<file path="config.mk">
export PLATFORM = sky130hd
export DESIGN_NAME = psa_top
export DESIGN_NICKNAME = d
export VERILOG_FILES = /design/src/hw/psa_pkg.sv /design/src/hw/psa_addr_gen.sv /design/src/hw/psa_lane_mux.sv /design/src/hw/psa_top.sv
export SDC_FILE = /design/constraint.sdc
export NUM_CORES = 1
export LEC_CHECK = 0
export ABC_AREA = 1
export BUFFER_PORTS_ARGS = -buffer_cell sky130_fd_sc_hd__buf_2
export CAP_MARGIN = 5
export CORE_ASPECT_RATIO = 0.7
export CORE_MARGIN = 2
export CORE_UTILIZATION = 57
export DETAILED_ROUTE_END_ITERATION = 8
export GPL_ROUTABILITY_DRIVEN = 0
export PLACE_DENSITY_LB_ADDON = 0.05
export SLEW_MARGIN = 20
export SYNTH_ARGS = -nofsm -noshare
export SYNTH_HDL_FRONTEND = slang
export SYNTH_SLANG_ARGS = --single-unit
export TNS_END_PERCENT = 20
</file>
<file path="constraint.sdc">
create_clock -name aclk -period 5.2 [get_ports aclk]
set_input_delay 0.52 -clock aclk [delete_from_list [all_inputs] [get_ports aclk]]
set_output_delay 0.52 -clock aclk [all_outputs]
set_load 0.05 [all_outputs]
</file>
<file path="src/hw/psa_pkg.sv">
// Package for the program space access unit
// Summary of operation
// - 24-bit program addresses; fetch uses 23-bit counter
// - Program words step by two
// - Non-table accesses limited to user range
// - Table page top bit picks configuration space
// - Bit 23 set only for configuration accesses
// - Low word table read returns bits 15:0
// - Low byte read picks byte by select
// - High word read zero-extends bits 23:16
// - High byte read: select 1 gives zero
// - Upper byte reachable only by high table ops
// - Upper data half maps onto any page
// - Redirect when address MSB and enable set
// - Visibility address: page, low 15 bits, bit23 zero
// - Visibility read returns low 16 bits
// - Outside loop: one or two extra cycles
// - Loop edges cost two cycles
// - Middle loop iterations take one cycle
// - Upper data half always in X space
// - Y inside X, contiguous linear range
package psa_pkg;
    localparam int PA_W = 24;
    localparam int PC_W = 23;
    localparam int EFF_ADDR_W = 16;
    localparam int PAGE_W = 8;
    localparam logic [23:0] USER_MAX = 24'h7FFFFE;
    localparam logic [23:0] WORD_STEP = 24'h000002;
    localparam int CFG_BIT = 7;
    localparam int EFF_ADDR_MSB = 15;
    localparam int VIS_LOW_W = 15;
    localparam int CORE_VIS_EN_BIT = 2;
    localparam logic [1:0] EXTRA_SHORT = 2'h1;
    localparam logic [1:0] EXTRA_LONG = 2'h2;
    // Register byte addresses
    localparam logic [3:0] ADDR_TBLPAGE = 4'h0;
    localparam logic [3:0] ADDR_VISPAGE = 4'h4;
    localparam logic [3:0] ADDR_CORE = 4'h8;
    localparam logic [3:0] ADDR_STATUS = 4'hC;
    localparam logic [7:0] TBLPAGE_RST = 8'h00;
    localparam logic [7:0] VISPAGE_RST = 8'h00;
    localparam logic [15:0] CORE_RST = 16'h0000;
    typedef enum logic [2:0] {
        OP_NONE, OP_FETCH, OP_DATA, OP_TBL_RDL, OP_TBL_RDH, OP_TBL_WTL, OP_TBL_WTH
    } psa_op_t;
    typedef struct packed {
        psa_op_t op;
        logic [PC_W-1:0] pc;
        logic [EFF_ADDR_W-1:0] effective_address;
        logic byte_op;
        logic short_class;
        logic in_repeat;
        logic rpt_edge;
        logic [15:0] wdata;
    } psa_req_t;
    typedef struct packed {
        logic [PA_W-1:0] addr;
        logic rd;
        logic wr_lo;
        logic wr_hi;
        logic [15:0] wdata;
    } psa_mem_t;
endpackage

</file>
<file path="src/hw/psa_addr_gen.sv">
// Program address builder
`timescale 1ns/10ps
`default_nettype none
module psa_addr_gen
    import psa_pkg::*;
(
    // Request
    input wire psa_pkg::psa_op_t op,
    input wire logic [psa_pkg::PC_W-1:0] pc,
    input wire logic [psa_pkg::EFF_ADDR_W-1:0] effective_address,
    // Page state
    input wire logic [7:0] tbl_page,
    input wire logic [7:0] vis_page,
    input wire logic vis_en,
    // Result
    output logic [psa_pkg::PA_W-1:0] addr,
    output logic to_prog,
    output logic in_range
);
    always_comb begin
        to_prog = 1'b0;
        addr = '0;
        case (op)
            OP_FETCH: begin
                addr = {1'b0, pc[22:1], 1'b0};
                to_prog = 1'b1;
            end
            OP_TBL_RDL, OP_TBL_RDH, OP_TBL_WTL, OP_TBL_WTH: begin
                addr = {tbl_page, effective_address};
                to_prog = 1'b1;
            end
            OP_DATA: begin // Data addresses form one linear range
                // Upper data half is X space, so only X accesses reach here
                if (effective_address[EFF_ADDR_MSB] && vis_en) begin
                    addr = {1'b0, vis_page, effective_address[VIS_LOW_W-1:0]};
                    to_prog = 1'b1;
                end
            end
            default: begin
                addr = '0;
            end
        endcase
        // Tables may reach configuration space, everything else stays in user range
        in_range = (op inside {OP_TBL_RDL, OP_TBL_RDH, OP_TBL_WTL, OP_TBL_WTH}) ||
                   (addr <= USER_MAX);
    end
endmodule
`default_nettype wire

</file>
<file path="src/hw/psa_lane_mux.sv">
// Program word to data lane mapping
`timescale 1ns/10ps
`default_nettype none
module psa_lane_mux
    import psa_pkg::*;
(
    // Selection
    input wire psa_pkg::psa_op_t op,
    input wire logic byte_op,
    input wire logic byte_sel,
    // Program word
    input wire logic [23:0] pword,
    // Data out
    output logic [15:0] dout
);
    always_comb begin
        case (op)
            OP_TBL_RDL: begin
                if (!byte_op) begin
                    dout = pword[15:0];
                end else begin
                    dout = {8'h00, byte_sel ? pword[15:8] : pword[7:0]};
                end
            end
            OP_TBL_RDH: begin
                if (!byte_op || !byte_sel) begin
                    dout = {8'h00, pword[23:16]};
                end else begin
                    dout = 16'h0000;
                end
            end
            OP_DATA: dout = pword[15:0];
            default: dout = 16'h0000;
        endcase
    end
endmodule
`default_nettype wire

</file>
<file path="src/hw/psa_top.sv">
// Program space access unit with AXI4-Lite registers
`timescale 1ns/10ps
`default_nettype none
module psa_top
    import psa_pkg::*;
(
    // Clock and reset
    input wire logic aclk,
    input wire logic aresetn,
    // Pipeline request
    input wire logic req_valid,
    input wire psa_pkg::psa_req_t req,
    output logic req_ready,
    output logic rsp_valid,
    output logic [15:0] rsp_data,
    output logic rsp_fault,
    output logic stall,
    // Program memory
    output var psa_pkg::psa_mem_t mem,
    input wire logic [23:0] mem_rdata,
    // AXI4-Lite
    input wire logic [3:0] s_awaddr,
    input wire logic s_awvalid,
    output logic s_awready,
    input wire logic [31:0] s_wdata,
    input wire logic [3:0] s_wstrb,
    input wire logic s_wvalid,
    output logic s_wready,
    output logic [1:0] s_bresp,
    output logic s_bvalid,
    input wire logic s_bready,
    input wire logic [3:0] s_araddr,
    input wire logic s_arvalid,
    output logic s_arready,
    output logic [31:0] s_rdata,
    output logic [1:0] s_rresp,
    output logic s_rvalid,
    input wire logic s_rready
);
    typedef enum logic [1:0] {ST_IDLE, ST_MEM, ST_WAIT} psa_state_t;

    psa_state_t st_q, st_d;
    psa_req_t cur_q, cur_d;
    logic [1:0] cnt_q, cnt_d;
    logic [7:0] tbl_q, tbl_d, vis_q, vis_d;
    logic [15:0] core_q, core_d;
    logic [31:0] nreq_q, nreq_d;
    logic req_ready_q, req_ready_d, rsp_valid_q, rsp_valid_d, fault_q, fault_d, stall_q, stall_d;
    logic [15:0] rsp_data_q, rsp_data_d;
    psa_mem_t mem_q, mem_d;
    logic [23:0] addr;
    logic to_prog, in_range;
    logic [15:0] lane;

    psa_addr_gen u_addr (
        .op(cur_q.op),
        .pc(cur_q.pc),
        .effective_address(cur_q.effective_address),
        .tbl_page(tbl_q),
        .vis_page(vis_q),
        .vis_en(core_q[CORE_VIS_EN_BIT]),
        .addr(addr),
        .to_prog(to_prog),
        .in_range(in_range)
    );

    psa_lane_mux u_lane (
        .op(cur_q.op),
        .byte_op(cur_q.byte_op),
        .byte_sel(cur_q.effective_address[0]),
        .pword(mem_rdata),
        .dout(lane)
    );

    // Extra cycles of a visibility access
    function automatic logic [1:0] vis_extra(input psa_req_t r);
        logic [1:0] n;
        n = EXTRA_LONG;
        if (r.in_repeat && !r.rpt_edge) begin
            n = 2'h0;
        end else if (r.in_repeat) begin
            n = EXTRA_LONG;
        end else if (r.short_class) begin
            n = EXTRA_SHORT;
        end
        return n;
    endfunction

    always_comb begin
        st_d = st_q;
        cur_d = cur_q;
        cnt_d = cnt_q;
        nreq_d = nreq_q;
        rsp_valid_d = 1'b0;
        rsp_data_d = rsp_data_q;
        fault_d = fault_q;
        stall_d = 1'b0;
        req_ready_d = 1'b0;
        mem_d = '0;
        case (st_q)
            ST_IDLE: begin
                req_ready_d = 1'b1;
                if (req_valid && req_ready_q) begin
                    cur_d = req;
                    st_d = ST_MEM;
                    req_ready_d = 1'b0;
                    stall_d = 1'b1;
                    nreq_d = nreq_q + 32'h1;
                end
            end
            ST_MEM: begin
                stall_d = 1'b1;
                fault_d = !in_range;
                if (!in_range) begin
                    rsp_data_d = 16'h0000;
                    rsp_valid_d = 1'b1;
                    stall_d = 1'b0;
                    st_d = ST_IDLE;
                    req_ready_d = 1'b1;
                end else begin
                    mem_d.addr = addr;
                    mem_d.rd = to_prog && !(cur_q.op inside {OP_TBL_WTL, OP_TBL_WTH});
                    mem_d.wr_lo = (cur_q.op == OP_TBL_WTL);
                    mem_d.wr_hi = (cur_q.op == OP_TBL_WTH);
                    mem_d.wdata = cur_q.wdata;
                    cnt_d = (cur_q.op == OP_DATA && to_prog) ? vis_extra(cur_q) : 2'h0;
                    st_d = ST_WAIT;
                end
            end
            ST_WAIT: begin
                // The word stands only while the read strobe does; extra cycles only hold back the answer
                if (mem_q.rd) begin
                    rsp_data_d = lane;
                end
                if (cnt_q != 2'h0) begin
                    cnt_d = cnt_q - 2'h1;
                    stall_d = 1'b1;
                end else begin
                    rsp_valid_d = 1'b1;
                    st_d = ST_IDLE;
                    req_ready_d = 1'b1;
                end
            end
            default: st_d = ST_IDLE;
        endcase
    end

    always_ff @(posedge aclk) begin
        if (!aresetn) begin
            st_q <= ST_IDLE;
            cur_q <= '0;
            cnt_q <= 2'h0;
            nreq_q <= 32'h0;
            rsp_valid_q <= 1'b0;
            rsp_data_q <= 16'h0000;
            fault_q <= 1'b0;
            stall_q <= 1'b0;
            req_ready_q <= 1'b0;
            mem_q <= '0;
        end else begin
            st_q <= st_d;
            cur_q <= cur_d;
            cnt_q <= cnt_d;
            nreq_q <= nreq_d;
            rsp_valid_q <= rsp_valid_d;
            rsp_data_q <= rsp_data_d;
            fault_q <= fault_d;
            stall_q <= stall_d;
            req_ready_q <= req_ready_d;
            mem_q <= mem_d;
        end
    end

    assign req_ready = req_ready_q;
    assign rsp_valid = rsp_valid_q;
    assign rsp_data = rsp_data_q;
    assign rsp_fault = fault_q;
    assign stall = stall_q;
    assign mem = mem_q;

    // AXI4-Lite slave with registered readies; one write and one read in flight at most
    logic aw_q, aw_d, w_q, w_d, bv_q, bv_d, ar_q, ar_d, rv_q, rv_d, awrdy_q, awrdy_d, wrdy_q, wrdy_d;
    logic [3:0] awa_q, awa_d;
    logic [31:0] wd_q, wd_d, rd_q, rd_d;
    logic [3:0] ws_q, ws_d;
    logic [1:0] br_q, br_d, rr_q, rr_d;

    always_comb begin
        aw_d = aw_q;
        w_d = w_q;
        awa_d = awa_q;
        wd_d = wd_q;
        ws_d = ws_q;
        bv_d = bv_q;
        br_d = br_q;
        tbl_d = tbl_q;
        vis_d = vis_q;
        core_d = core_q;
        ar_d = ar_q;
        rv_d = rv_q;
        rd_d = rd_q;
        rr_d = rr_q;
        if (s_awvalid && awrdy_q) begin
            aw_d = 1'b1;
            awa_d = s_awaddr;
        end
        if (s_wvalid && wrdy_q) begin
            w_d = 1'b1;
            wd_d = s_wdata;
            ws_d = s_wstrb;
        end
        if (aw_q && w_q) begin
            aw_d = 1'b0;
            w_d = 1'b0;
            bv_d = 1'b1;
            br_d = 2'b00;
            case ({awa_q[3:2], 2'b00})
                ADDR_TBLPAGE: if (ws_q[0]) tbl_d = wd_q[7:0];
                ADDR_VISPAGE: if (ws_q[0]) vis_d = wd_q[7:0];
                ADDR_CORE: begin
                    if (ws_q[0]) core_d[7:0] = wd_q[7:0];
                    if (ws_q[1]) core_d[15:8] = wd_q[15:8];
                end
                ADDR_STATUS: br_d = 2'b00;
                default: br_d = 2'b10;
            endcase
        end
        if (bv_q && s_bready) begin
            bv_d = 1'b0;
        end
        if (s_arvalid && ar_q) begin
            rv_d = 1'b1;
            rr_d = 2'b00;
            case ({s_araddr[3:2], 2'b00})
                ADDR_TBLPAGE: rd_d = {24'h000000, tbl_q};
                ADDR_VISPAGE: rd_d = {24'h000000, vis_q};
                ADDR_CORE: rd_d = {16'h0000, core_q};
                ADDR_STATUS: rd_d = {nreq_q[27:0], fault_q, stall_q, st_q};
                default: begin
                    rd_d = 32'h00000000;
                    rr_d = 2'b10;
                end
            endcase
        end
        if (rv_q && s_rready) begin
            rv_d = 1'b0;
        end
        // Each slot reopens as its response is taken, so read data never precedes its address
        awrdy_d = !aw_d && !bv_d;
        wrdy_d = !w_d && !bv_d;
        ar_d = !rv_d;
    end

    always_ff @(posedge aclk) begin
        if (!aresetn) begin
            aw_q <= 1'b0;
            awrdy_q <= 1'b0;
            wrdy_q <= 1'b0;
            w_q <= 1'b0;
            awa_q <= 4'h0;
            wd_q <= 32'h0;
            ws_q <= 4'h0;
            bv_q <= 1'b0;
            br_q <= 2'b00;
            tbl_q <= TBLPAGE_RST;
            vis_q <= VISPAGE_RST;
            core_q <= CORE_RST;
            ar_q <= 1'b0;
            rv_q <= 1'b0;
            rd_q <= 32'h0;
            rr_q <= 2'b00;
        end else begin
            aw_q <= aw_d;
            awrdy_q <= awrdy_d;
            wrdy_q <= wrdy_d;
            w_q <= w_d;
            awa_q <= awa_d;
            wd_q <= wd_d;
            ws_q <= ws_d;
            bv_q <= bv_d;
            br_q <= br_d;
            tbl_q <= tbl_d;
            vis_q <= vis_d;
            core_q <= core_d;
            ar_q <= ar_d;
            rv_q <= rv_d;
            rd_q <= rd_d;
            rr_q <= rr_d;
        end
    end

    assign s_awready = awrdy_q;
    assign s_wready = wrdy_q;
    assign s_bvalid = bv_q;
    assign s_bresp = br_q;
    assign s_arready = ar_q;
    assign s_rvalid = rv_q;
    assign s_rdata = rd_q;
    assign s_rresp = rr_q;

    // Assertions
    property p_fetch_addr;
        @(posedge aclk) disable iff (!aresetn)
        mem.rd && $past(cur_q.op) == OP_FETCH |-> mem.addr[23] == 1'b0 && mem.addr[0] == 1'b0;
    endproperty
    a_fetch_addr: assert property (p_fetch_addr) else $error("fetch address bit 23 or 0 set");
    property p_range;
        @(posedge aclk) disable iff (!aresetn)
        (mem.rd || mem.wr_lo) && !$past(cur_q.op inside {OP_TBL_RDL, OP_TBL_RDH, OP_TBL_WTL}) |->
        mem.addr <= USER_MAX;
    endproperty
    a_range: assert property (p_range) else $error("access outside user range");
    property p_vis_addr;
        @(posedge aclk) disable iff (!aresetn)
        mem.rd && $past(cur_q.op) == OP_DATA |->
        mem.addr[23] == 1'b0 && mem.addr[14:0] == $past(cur_q.effective_address[14:0]);
    endproperty
    a_vis_addr: assert property (p_vis_addr) else $error("visibility address wrong");
    property p_short;
        @(posedge aclk) disable iff (!aresetn)
        mem.rd && $past(cur_q.op) == OP_DATA && $past(cur_q.short_class) && !$past(cur_q.in_repeat) |->
        !rsp_valid ##1 !rsp_valid ##1 rsp_valid;
    endproperty
    a_short: assert property (p_short) else $error("short class extra cycle wrong");
    property p_long;
        @(posedge aclk) disable iff (!aresetn)
        mem.rd && $past(cur_q.op) == OP_DATA && $past(cur_q.in_repeat) && $past(cur_q.rpt_edge) |->
        !rsp_valid [*3] ##1 rsp_valid;
    endproperty
    a_long: assert property (p_long) else $error("loop edge extra cycles wrong");
    property p_single;
        @(posedge aclk) disable iff (!aresetn)
        mem.rd && $past(cur_q.op) == OP_DATA && $past(cur_q.in_repeat) && !$past(cur_q.rpt_edge) |->
        ##1 rsp_valid;
    endproperty
    a_single: assert property (p_single) else $error("loop middle not single cycle");
    property p_stall;
        @(posedge aclk) disable iff (!aresetn)
        st_q == ST_WAIT && cnt_q != 2'h0 |=> stall && !rsp_valid;
    endproperty
    a_stall: assert property (p_stall) else $error("no stall during extra fetch");
    property p_rdh;
        @(posedge aclk) disable iff (!aresetn)
        st_q == ST_WAIT && cnt_q == 2'h0 && cur_q.op == OP_TBL_RDH |=> rsp_data[15:8] == 8'h00;
    endproperty
    a_rdh: assert property (p_rdh) else $error("high read upper byte not zero");
    c_fetch: cover property (@(posedge aclk) mem.rd && $past(cur_q.op) == OP_FETCH);
    c_vis: cover property (@(posedge aclk) mem.rd && $past(cur_q.op) == OP_DATA);
    c_tbl: cover property (@(posedge aclk) mem.wr_hi);
endmodule
`default_nettype wire

</file>
### Word-level counts from Yosys, hierarchy flattened

Cells that the tools add are included.

| storage, ports and cells | value |
|---|---|
| output and inout port bits | 104 |
| bits in writable memories | 0 |
| register bits after elaboration | 254 |
| bits in read-only memories | 0 |
| bits of input ports | 138 |
| bits in latches | 0 |
| memories | 0 |

| cells by class | value |
|---|---|
| divide/modulo/power cells | 0 |
| muxes and demuxes | 40 |
| $lt $le $gt $ge | 1 |
| equality and inequality tests | 19 |
| $add $sub $neg | 2 |
| multiply operators | 0 |
| reduce and logical (&&, ||, !) cells | 42 |
| bitwise logic cells | 0 |
| shift operators | 0 |

Operator list:

| kind | number |
|---|---|
| $pmux W32 S4 | 1 |
| $pmux W24 S3 | 1 |
| $mux W16 | 3 |
| $pmux W16 S3 | 1 |
| $add A32 B1 Y32 const B | 1 |
| $pmux W16 S2 | 1 |
| $le A24 B23 Y1 const B | 1 |
| $mux W23 | 1 |
| $reduce_and A3 Y1 | 7 |
| $mux W2 | 9 |
| $mux W8 | 2 |
| $mux W1 | 15 |
| $logic_and A1 B1 Y1 | 13 |
| $ne A2 B2 Y1 const B | 6 |
| $eq A3 B3 Y1 const B | 3 |
| $logic_not A1 Y1 | 9 |
| $eq A2 B2 Y1 const B | 4 |
| $eq A2 B1 Y1 const B | 3 |
| $eq A3 B2 Y1 const B | 2 |
| $logic_not A2 Y1 | 3 |
| $pmux W1 S3 | 2 |
| $pmux W2 S3 | 1 |
| $reduce_bool A2 Y1 | 3 |
| $reduce_or A5 Y1 | 1 |
| 8 further kinds | 11 |

### Logic depth before layout (Yosys ltp)

Gate-level depths: netlist of the first run.

| depth | value |
|---|---|
| word-level depth | 7 |
| mapped depth | 19 |
| gate-level depth less buffers | 16 |

### Cells and area by module

From an unflattened synthesis of the first run, not the netlist that was laid out.

| unflattened totals | value |
|---|---|
| cell total of the unflattened synthesis | 1464 |
| area, all modules | 10536.4 um2 |

By module, submodules not included:

| module | instances | area each (um2) | sequential area each (um2) | cells each |
|---|---|---|---|---|
| psa_top | 1 | 9280.2 | 4964.8 | 1201 |
| psa_addr_gen | 1 | 802.0 | 0.0 | 160 |
| psa_lane_mux | 1 | 454.2 | 0.0 | 103 |

### Worst setup path after synthesis of the first run

Ideal clock, no wire load.

| timing path | value |
|---|---|
| kind | flip-flop to flip-flop |
| from | register req_ready_q, in the netlist req_ready |
| to | register nreq_q[21] |
| slack | 2.828 ns |
| setup time | 0.115 ns |
| data arrival time | 2.258 ns |
| stages on the path, launching flop included | 10 |
| clock period less this slack | 2.372 ns |
| path through | dfxtp_1 -> nand3_1 -> nor2_1 -> nand2_1 -> inv_1 -> nand2_1 -> or3_1 -> nor4_1 -> a21oi_1 -> o21a_1 |

| between the ends | value |
|---|---|
| word-level cells in the longest chain between the ends | 2 |

Ends and longest elaborated chain:

| element | line | text |
|---|---|---|
| start, declared | psa_top.sv:48 | `logic req_ready_q, req_ready_d, rsp_valid_q, rsp_valid_d, fault_q, fault_d, stall_q, stall_d;` |
| start signal, assigned | psa_top.sv:169 | `req_ready_q <= req_ready_d;` |
| $logic_and A1 B1 Y1 | psa_top.sv:103 | `if (req_valid && req_ready_q) begin` |
| $reduce_and A2 Y1 (no source line) | - |  |
| end signal, assigned | psa_top.sv:164 | `nreq_q <= nreq_d;` |
| end, declared | psa_top.sv:47 | `logic [31:0] nreq_q, nreq_d;` |

Every way passes these cells.
A chain may end at the register's enable or synchronous reset.

### Final worst setup path of the first run

| timing path | value |
|---|---|
| from | register st_q[0] |
| to | register nreq_q[17] |

| between the ends | value |
|---|---|
| word-level cells in the longest chain between the ends | 2 |

Ends and longest elaborated chain:

| element | line | text |
|---|---|---|
| start, declared | psa_top.sv:42 | `psa_state_t st_q, st_d;` |
| start signal, assigned | psa_top.sv:161 | `st_q <= st_d;` |
| $logic_not A2 Y1 | psa_top.sv:100 | `case (st_q)` |
| $reduce_and A2 Y1 (no source line) | - |  |

Every way passes these cells.

==> results.sh, run 1 <==
export IMPL_cts_tree="done"
export IMPL_finalClockSkew_ns=0.0139
export IMPL_slew_headroom_pct=25.6
export IMPL_powerDensity_nw_per_um2=448
export IMPL_max_freq_mhz=288
export IMPL_yosysWarningCount=0
export IMPL_hold_viol=0
export IMPL_dp_cells=1703
export IMPL_insertion_delay_ns=0.52
export IMPL_vias=9187
export IMPL_setup_tns_ns=0
export IMPL_antenna_found_initial=2
export IMPL_total_power_mw=5.28
export IMPL_cts_buffer_depth=3
export IMPL_met2_usage_pct=41.1
export IMPL_p_leak_nw=5.13
export IMPL_critPathTopFamily="simple AND/OR/NAND/NOR gates"
export IMPL_syn_inst=1315
export IMPL_setup_violations_final=0
export IMPL_cts_buffers=23
export IMPL_final_max_slew_viol_count=0
export IMPL_synthFlopType="dfxtp_1"
export IMPL_worst_pin_slew_ns=1.11
export IMPL_critPathBufInv=1
export IMPL_grt_pass1_vias=8074
export IMPL_grt_max_degree=98
export IMPL_cts_root_buf="clkbuf_16"
export IMPL_dp_hpwl_um=17000
export IMPL_grt_pass1_wl_um=39800
export IMPL_avgSynthCellArea_um2=7.47
export IMPL_grtUsageTotal_pct=26.3
export IMPL_end_kind="register"
export IMPL_fin_crit_ns=3.48
export IMPL_final_area_um2=11800
export IMPL_dp_slack_ns=1.75
export IMPL_cts_sinks=247
export IMPL_start_util_pct=57.7
export IMPL_yosysSeqAreaShare_pct=50.3
export IMPL_drive_gt1_share_pct=19.6
export IMPL_placed_area_um2=11000
export IMPL_rows=40
export IMPL_worstPathArrival_ns=3.90
export IMPL_async_reset_ff_share_pct=0
export IMPL_ir_worst_vdd_mv=0.351
export IMPL_syn_area_um2=9820
export IMPL_crit_slowest_cell="nand3_4"
export IMPL_worstRegToRegCells=12
export IMPL_core_um2=17000
export IMPL_cp_num_cells=12
export IMPL_cpMostUsedCell="nor2_1"
export IMPL_gr_usage_met3_pct=4.04
export IMPL_first_pass_iters=5
export IMPL_grtUsageMet1_pct=38.5
export IMPL_fin_crit_sh_pct=66.8
export IMPL_path_class="register to register"
export IMPL_crit_path_cell_trace="inv_1 -> ha_1 -> nand3_4 -> nor2_1 -> nand2_1 -> nor2_1 -> nand3_1 -> nor2_1 -> nand3_1 -> nor3_1 -> a21oi_1 -> a211oi_1"
export IMPL_whs_path_depth=3
export IMPL_final_cells=1747
export IMPL_die_area_um2=18300
export IMPL_cp_start_kind="register"
export IMPL_cts_hold_buf=0
export IMPL_htreeDepth=1
export IMPL_area_growth_pct=20.1
export IMPL_crit_required_ns=5.62
export IMPL_io_pin_count=242
export IMPL_yosysUniqueCellTypes=40
export IMPL_cp_slowest_stage_delay_ns=0.72
export IMPL_ctsResizeCount=0
export IMPL_rsz0062_at_grt="no"
export IMPL_synth_edf_count=0
export IMPL_cap_violations=0
export IMPL_drc=0
export IMPL_synth_seq_cells=247
export IMPL_ant_nets=0
export IMPL_drt_total_wl_um=24600
export IMPL_vias_per_cell=5.26
export IMPL_nNetsFinal=1641
export IMPL_critPathMaxFanout=97
export IMPL_clk_pin_slew_worst_paths_ns=0.07
export IMPL_drt_iter0_drc=714
export IMPL_cts_setup_buffers=0
export IMPL_portBuffers=214
export IMPL_die_x_um=161
export IMPL_holdCritPathClass="input port to register"
export IMPL_timing_final_ws_setup_ns=1.72
export IMPL_outcome="complete, no violations"
export IMPL_die_h_um=114
export IMPL_grt_overflow=0
export IMPL_grt_busiest_layer="met2"
export IMPL_detail_route_wl_per_cell_um=14.1
==> power by group <==
group / switching (mW) / total (mW) / internal, mW
Combinational: 0.909 / 1.26 / 0.347
Sequential: 0.113 / 2.20 / 2.09
Clock: 0.722 / 1.82 / 1.10
==> stage by stage <==
stage	hold WS [ns]	util, %
6_report	0.242	69.3
5_1_grt	0.246	69.3
4_1_cts	0.233	69.3
3_5_place_dp	0.423	64.4
3_3_place_gp	0.423	64.4
2_1_floorplan	0.416	-
==> final timing paths <==
path | from | to | slack [ns]
hold reg to reg | cur_q[10] | mem[10] | 0.44
hold / removal | req[25] | cur_q[25] | 0.24
setup reg to reg | st_q[0] | nreq_q[17] | 1.72
setup / recovery | st_q[0] | nreq_q[17] | 1.72
==> layout make-up <==
type                    count  area (µm²)
diodes                      2        5.00
multi-input cells         882        4150
fillers                  1506        5220
clock buffers              31         666
inverters                 123         462
well taps                 231         289
clock inverters            11         165
flip-flops and latches    247        4940
repair buffers            220        1120
==> per-layer routing <==
layer  routed length (µm)  vias to the layer above
li1                     -                     4645
met1                11800                     4170
met2                10500                      331
met3                 1810                       41
met4                  531                        0
met5                    0                        -
==> sequential cells by signal, summed over array words and instances, names as in the netlist, 2 cells and up <==
signal / flops
mem: 43
st_q: 2
nreq_q: 28
ws_q: 2
cnt_q: 2
core_q: 16
awa_q: 2
vis_q: 8
wd_q: 16
s_rdata: 32
cur_q: 61
tbl_q: 8
rsp_data: 16
==> synth_stat cells (3+ instances only) <==
cell / count / area [µm²]
nand4_1: 7 / 43.8
buf_2: 4 / 20.0
nand2_2: 3 / 18.8
buf_6: 3 / 33.8
nor2_1: 211 / 792
inv_2: 3 / 11.3
clkinv_1: 4 / 15.0
nor3_1: 13 / 65.1
a21oi_1: 128 / 641
inv_1: 116 / 435
a221oi_1: 6 / 52.6
o21a_1: 4 / 30.0
o21ai_0: 117 / 586
a22oi_1: 16 / 120
clkbuf_1: 49 / 184
buf_1: 3 / 11.3
nand2_1: 246 / 923
ha_1: 6 / 75.1
dfxtp_1: 247 / 4940
nand3_1: 56 / 280
buf_4: 7 / 52.6
a31oi_1: 12 / 75.1
nor2_2: 22 / 138
o211ai_1: 12 / 90.1
==> kinds of logic after synthesis <==
kind of cell	share of synthesized area [%]
AO/OA/AOI/OAI	17.0
buffers and inverters	7.77
adder cells (fa/ha/maj)	0.764
other	0.0382
AND/OR/NAND/NOR	23.9
flip-flops	50.3
XOR/XNOR	0.267
==> tightest hold or removal path, cell delays in order <==
cell	delay (ns)
buf_2	0.09
nand2_1	0.05
a21oi_1	0.05
==> layout by cell type (no fill, tap or decap), drive strengths merged <==
cell type and instances:
o221a 1, clkbuf 31, nand3b 1, clkinv 8, a211oi 2, a32oi 1
inv 121, nand3 59, a2111oi 1, a21oi 128, ha 6, nand2 249
bufinv 4, xor2 1, o21a 4, o211ai 12, nand4 7, o21ai 117
a22oi 16, o21bai 1, clkinvlp 1, nor4 2, diode 2, or3 1
a31oi 12, nor2 233, buf 220, or2 1, a21boi 1, nor3 13
xnor2 2, a221oi 6, nor3b 1, dfxtp 247, conb 4
No activity file was read; power rests on OpenSTA's default activity.
==> inputs of run 2 (changes only) <==
--- a/config.mk
+++ b/config.mk
@@ -10,7 +10,7 @@
 export CAP_MARGIN = 5
 export CORE_ASPECT_RATIO = 0.7
 export CORE_MARGIN = 2
-export CORE_UTILIZATION = 57
+export CORE_UTILIZATION = 53
 export DETAILED_ROUTE_END_ITERATION = 8
 export GPL_ROUTABILITY_DRIVEN = 0
 export PLACE_DENSITY_LB_ADDON = 0.05
==> constraint.sdc (replaced) <==
create_clock -name aclk -period 3.45 [get_ports aclk]
set_input_delay 0.345 -clock aclk [delete_from_list [all_inputs] [get_ports aclk]]
set_output_delay 0.345 -clock aclk [all_outputs]
set_load 0.05 [all_outputs]
==> run 2 against run 1 <==
Total power increased by 53%. Critical endpoint is now mem[12]. Register-to-register slack got worse by 1.2 ns. Utilization decreased by 3.6 points. Non-clock buffer count increased by 5. Wire length increased by 1.2%. Critical path depth unchanged. Fmax increased by 20%. Final area increased by 0.84%. Final cell count increased by 0.63%. Hold slack got worse by 0.18 ns. First-iteration DRC count increased by 8.7%. Highest routed layer unchanged. Clock skew increased by 0.011 ns.
==> results.sh, run 2 (synthesis gave the netlist of run 1 again) <==
export IMPL_outcome="complete, no violations"
export IMPL_worstPathArrival_ns=3.29
export IMPL_fin_crit_ns=2.89
export IMPL_vias_per_cell=5.21
export IMPL_r2r_start="cur_q[59]"
export IMPL_holdCritPathClass="input port to register"
export IMPL_finalClockSkew_ns=0.0249
export IMPL_total_power_mw=8.10
export IMPL_cts_setup_buffers=0
export IMPL_detail_route_wl_per_cell_um=14.2
export IMPL_fin_util_pct=65.7
export IMPL_nNetsFinal=1647
export IMPL_cp_start_kind="register"
export IMPL_grt_pass1_vias=8033
export IMPL_p_leak_nw=5.18
export IMPL_fin_crit_sh_pct=83.8
export IMPL_slew_headroom_pct=28.5
export IMPL_drive_gt1_share_pct=19.9
export IMPL_rsz0062_at_grt="no"
export IMPL_max_freq_mhz=346
export IMPL_start_util_pct=54.3
export IMPL_hold_viol=0
export IMPL_htreeDepth=1
export IMPL_final_cell_mix="dfxtp_1 (247), nand2_1 (246), buf_2 (213)"
export IMPL_setup_tns_ns=0
export IMPL_ant_nets=0
export IMPL_dp_slack_ns=0.592
export IMPL_grt_overflow=0
export IMPL_die_h_um=118
export IMPL_worst_hold_startpoint="req[21]"
export IMPL_drt_total_wl_um=24900
export IMPL_cts_tree="done"
export IMPL_worst_pin_slew_ns=1.07
export IMPL_largest_register="cur_q"
export IMPL_core_um2=18100
export IMPL_clk_pin_slew_worst_paths_ns=0.06
export IMPL_dp_hpwl_um=17300
export IMPL_die_x_um=167
export IMPL_cts_buffers=24
export IMPL_area_growth_pct=21.1
export IMPL_critPathMaxFanout=18
export IMPL_drt_iter0_drc=776
export IMPL_cts_hold_buf=0
export IMPL_cts_sinks=247
export IMPL_io_pin_count=242
export IMPL_whs_path_depth=3
export IMPL_cts_buffer_depth=3
export IMPL_grt_max_degree=93
export IMPL_end_kind="register"
export IMPL_grtUsageTotal_pct=24.3
export IMPL_cap_violations=0
export IMPL_final_max_slew_viol_count=0
export IMPL_fillCellCount=1658
export IMPL_setup_violations_final=0
export IMPL_crit_required_ns=3.85
export IMPL_drc=0
export IMPL_grt_pass1_wl_um=39800
export IMPL_cts_root_buf="clkbuf_16"
export IMPL_die_area_um2=19700
export IMPL_hold_path_endpoint="cur_q[21]"
export IMPL_worstRegToRegCells=12
export IMPL_first_pass_iters=5
export IMPL_powerDensity_nw_per_um2=681
export IMPL_path_class="register to register"
export IMPL_insertion_delay_ns=0.53
export IMPL_final_common_cell="dfxtp_1"
export IMPL_antenna_found_initial=1
export IMPL_r2r_end="mem[12]"
export IMPL_ir_worst_vdd_mv=0.618
export IMPL_vias=9161
export IMPL_ctsResizeCount=0
export IMPL_rows=41
export IMPL_timing_final_ws_setup_ns=0.557
export IMPL_portBuffers=214
export IMPL_largest_reg_flops=61
export IMPL_reg2reg_setup_slack_ns=0.56
[run 2: layout make-up]
class	count	area (µm²)	area share (%)
repair buffers	225	1160	9.72
flip-flops and latches	247	4940	41.6
clock buffers	33	684	5.75
inverters	123	463	3.89
multi-input cells	882	4150	34.9
clock inverters	11	203	1.70
well taps	236	295	2.48
diodes	1	2.50	0.0210
[run 2: per-stage QoR]
stage | std cells | hold WS (ns) | instance area (µm²)
finish | 1758 | 0.0580 | 11900
global route | 1757 | 0.0560 | 11900
floorplan | 1318 | 0.416 | 9840
global placement | 1713 | 0.423 | 11000
CTS | 1757 | 0.0438 | 11900
detailed placement | 1713 | 0.427 | 11000
[run 2: worst max-delay path: stages, from the launching register on]
cell	delay (ns)
dfxtp_1	0.50
nand3_2	0.26
inv_1	0.41
nand2_1	0.13
nand3_1	0.12
nand2_1	0.06
nor2_1	0.08
nand2_1	0.05
nor2_1	0.25
nand2_2	0.18
nand3_2	0.34
buf_4	0.31
nor2_1	0.07
[run 2: how the worst max path moves through the flow]
stage                    from     endpoint  slack, ns  depth (start not counted)
detailed placement  cur_q[60]       mem[1]       0.59                         13
CTS                 cur_q[60]      mem[12]       0.57                         13
global route        cur_q[60]  rsp_data[4]       0.25                         13
finish              cur_q[59]      mem[12]       0.56                         12
floorplan           req_ready   nreq_q[21]       1.08                          9
global placement    cur_q[59]      mem[18]       0.61                         12
[run 2: where the power goes]
part,leakage (nW),internal [mW],switching [mW],total [mW]
Clock,0.437,1.77,1.12,2.89
Sequential,2.00,3.15,0.167,3.32
Combinational,2.74,0.540,1.35,1.89
[run 2: routing by layer]
metal | global-route usage, % | routed length [µm]
met3 | 3.67 | 1730
met2 | 36.4 | 10300
met5 | 0 | 0
met1 | 36.8 | 12500
met4 | 5.66 | 442
==> inputs of run 3 (changes only) <==
--- a/config.mk
+++ b/config.mk
@@ -5,12 +5,12 @@
 export SDC_FILE = /design/constraint.sdc
 export NUM_CORES = 1
 export LEC_CHECK = 0
-export ABC_AREA = 1
+export ABC_AREA = 0
 export BUFFER_PORTS_ARGS = -buffer_cell sky130_fd_sc_hd__buf_2
 export CAP_MARGIN = 5
 export CORE_ASPECT_RATIO = 0.7
 export CORE_MARGIN = 2
-export CORE_UTILIZATION = 53
+export CORE_UTILIZATION = 48
 export DETAILED_ROUTE_END_ITERATION = 8
 export GPL_ROUTABILITY_DRIVEN = 0
 export PLACE_DENSITY_LB_ADDON = 0.05
==> constraint.sdc (replaced) <==
create_clock -name aclk -period 2.3 [get_ports aclk]
set_input_delay 0.23 -clock aclk [delete_from_list [all_inputs] [get_ports aclk]]
set_output_delay 0.23 -clock aclk [all_outputs]
set_load 0.05 [all_outputs]
==> run 3 against run 2 <==
The run now ends with negative setup slack left. Total power rose by 21%. Combinational power fell by 48%. Global-route usage rose by 2.5 points. Critical path type unchanged. Largest cell class is now multi-input gates. Worst setup slack got worse by 0.68 ns. Fmax rose by 19%. Critical path depth fell by 2.
==> results.sh, run 3 <==
export IMPL_outcome="finished with violations"
export IMPL_violations="negative setup slack"
export IMPL_clk_pin_slew_worst_paths_ns=0.06
export IMPL_worst_pin_slew_ns=0.657
export IMPL_ir_worst_vdd_mv=0.499
export IMPL_first_pass_iters=7
export IMPL_async_reset_ff_share_pct=0
export IMPL_max_freq_mhz=413
export IMPL_yosysWarningCount=0
export IMPL_synth_area_leaders="dfxtp_1 (48%), nand2_1 (8.9%), a21oi_1 (6.0%), nor2_1 (4.5%), mux2i_1 (3.3%)"
export IMPL_die_h_um=126
export IMPL_met2_usage_pct=40.5
export IMPL_vias_per_cell=5.37
export IMPL_synth_top_area_share_pct=48.3
export IMPL_grtUsageMet1_pct=39.7
export IMPL_worst_hold_startpoint="s_rready"
export IMPL_cts_sinks=247
export IMPL_dp_slack_ns=-0.313
export IMPL_avgSynthCellArea_um2=8.57
export IMPL_synthTopCellsByCount="dfxtp_1 (247), nand2_1 (243), nor2_1 (123)"
export IMPL_synthFlopType="dfxtp_1"
export IMPL_fin_crit_sh_pct=105
export IMPL_worstRegToRegCells=10
export IMPL_start_util_pct=49.2
export IMPL_final_max_slew_viol_count=0
export IMPL_antenna_found_initial=0
export IMPL_portBuffers=214
export IMPL_gr_usage_met3_pct=4.71
export IMPL_grt_busiest_layer="met2"
export IMPL_cts_buffers=25
export IMPL_powerDensity_nw_per_um2=695
export IMPL_timing_final_ws_setup_ns=-0.121
export IMPL_grt_pass1_wl_um=48600
export IMPL_cp_start_kind="register"
export IMPL_end_kind="register"
export IMPL_slew_headroom_pct=56.2
export IMPL_drt_total_wl_um=30900
export IMPL_path_class="register to register"
export IMPL_syn_inst=1195
export IMPL_detail_route_wl_per_cell_um=16.9
export IMPL_total_power_mw=9.80
export IMPL_n_antenna_cell=0
export IMPL_yosysUniqueCellTypes=65
export IMPL_yosysSeqAreaShare_pct=48.3
export IMPL_r2r_start="cur_q[61]"
export IMPL_finalClockSkew_ns=0.0102
export IMPL_r2r_end="rsp_data[12]"
export IMPL_drive_gt1_share_pct=26.1
export IMPL_hold_path_endpoint="s_arready"
export IMPL_grt_pass1_vias=9295
export IMPL_core_um2=20800
export IMPL_grt_overflow=0
export IMPL_reg2reg_setup_slack_ns=-0.12
export IMPL_cts_root_buf="clkbuf_16"
export IMPL_final_cell_mix="dfxtp_1 (244), nand2_1 (241), buf_2 (214)"
export IMPL_insertion_delay_ns=0.52
export IMPL_synth_largest_area_cell="dfxtp_1"
export IMPL_drc=0
export IMPL_ant_nets=0
export IMPL_vias=9839
export IMPL_area_growth_pct=37.8
export IMPL_grt_max_degree=73
export IMPL_setup_violations_final=54
export IMPL_synth_edf_count=0
export IMPL_crit_slowest_cell="or4_4"
export IMPL_synth_most_common_cell="dfxtp_1"
export IMPL_fin_util_pct=67.8
export IMPL_cp_slowest_stage_delay_ns=0.54
export IMPL_fin_crit_ns=2.42
export IMPL_cts_tree="done"
export IMPL_dp_hpwl_um=20700
export IMPL_largest_register="cur_q"
export IMPL_synth_seq_cells=247
export IMPL_grtUsageTotal_pct=26.8
export IMPL_final_common_cell="dfxtp_1"
export IMPL_critPathMaxFanout=11
export IMPL_p_leak_nw=5.99
export IMPL_cts_buffer_depth=3
export IMPL_cap_violations=0
export IMPL_whs_path_depth=3
export IMPL_crit_required_ns=2.76
export IMPL_io_pin_count=242
export IMPL_crit_path_cell_trace="nor3b_4 -> buf_4 -> buf_16 -> a221o_1 -> buf_4 -> o2111ai_2 -> or4_4 -> nor3_4 -> buf_12 -> a221o_1"
export IMPL_largest_reg_flops=61
export IMPL_syn_area_um2=10200
export IMPL_rsz0062_at_grt="yes"
export IMPL_die_area_um2=22500
export IMPL_rows=44
export IMPL_nNetsFinal=1682
export IMPL_holdCritPathClass="input port to register"
export IMPL_worstPathArrival_ns=2.88
export IMPL_die_x_um=179
export IMPL_setup_tns_ns=-3.54
export IMPL_hold_viol=0
export IMPL_hold_ws_ns=0.0448
export IMPL_drt_iter0_drc=738
export IMPL_htreeDepth=1
-- run 3: changes by cell type in the layout (fill, tap and decap cells not counted), sizes merged, moves of 29 or more --
cell and change:
inv -109, o21ai -88, dlygate4sd3 +90, and2 +29, mux2i +34, nor2 -110, buf +80
-- run 3: critical path: cells and delay by family, from the launching register on --
kind,cells,cell delay (ns)
buffers and inverters,4,0.56
AO/OA/AOI/OAI,3,0.42
flip-flops,1,0.38
AND/OR/NAND/NOR,3,1.00
-- run 3: logic make-up after synthesis --
logic type | after synthesis | share of synthesized area [%]
flops | 247 | 48.3
buf+inv | 91 | 3.95
simple gates | 518 | 22.6
compound gates | 251 | 15.6
mux | 53 | 6.30
other cells | 1 | 0.0366
fa+ha+maj | 6 | 0.733
xor+xnor | 28 | 2.47
-- run 3: worst max-delay path by stage --
stage	from	to	slack [ns]	cells after the start
after floorplan	cur_q[61]	rsp_data[10]	-0.06	10
after global placement	cur_q[60]	rsp_data[9]	-0.22	7
after detailed placement	cur_q[60]	rsp_data[12]	-0.31	8
after CTS	cur_q[61]	rsp_data[0]	-0.1	10
after global routing	cur_q[61]	rsp_data[5]	-0.20	11
final	cur_q[61]	rsp_data[12]	-0.12	10
-- run 3: area by class of cell --
class	instances	area, µm²
Clock inverter	9	153
Clock buffer	36	737
Sequential cell	247	4960
Multi-Input combinational cell	860	5010
Inverter	8	35.0
Fill cell	1728	6700
Tap cell	276	345
Timing Repair Buffer	396	2870
-- run 3: metrics by stage --
step,cell area [µm²],instances
6_report,14100,1832
5_1_grt,14100,1832
4_1_cts,14000,1827
3_5_place_dp,12000,1683
3_3_place_gp,12000,1683
2_1_floorplan,10300,1198
-- run 3: metal layers --
layer	vias to the layer above	routed length (µm)
li1	4817	-
met1	4614	14800
met2	353	13300
met3	55	2140
met4	0	671
met5	-	0
-- run 3: report_power, final --
| part | leakage, nW | total, mW | internal [mW] | switching, mW |
|---|---|---|---|---|
| logic | 3.55 | 0.981 | 0.426 | 0.555 |
| clock network | 0.440 | 4.34 | 2.67 | 1.67 |
| registers | 2.00 | 4.48 | 4.38 | 0.0971 |
| total | 5.99 | 9.80 | 7.48 | 2.32 |
-- run 3: what timing repair did --
action / 4_1_cts / 5_1_grt
gates resized for setup: 19 / 15
setup buffers: 8 / 4
pin swaps: 6 / 6
setup endpoints to repair: 66 / 67
cloned: 1 / 1
hold buffers: 90 / 0
hold endpoints to repair: 88 / 0
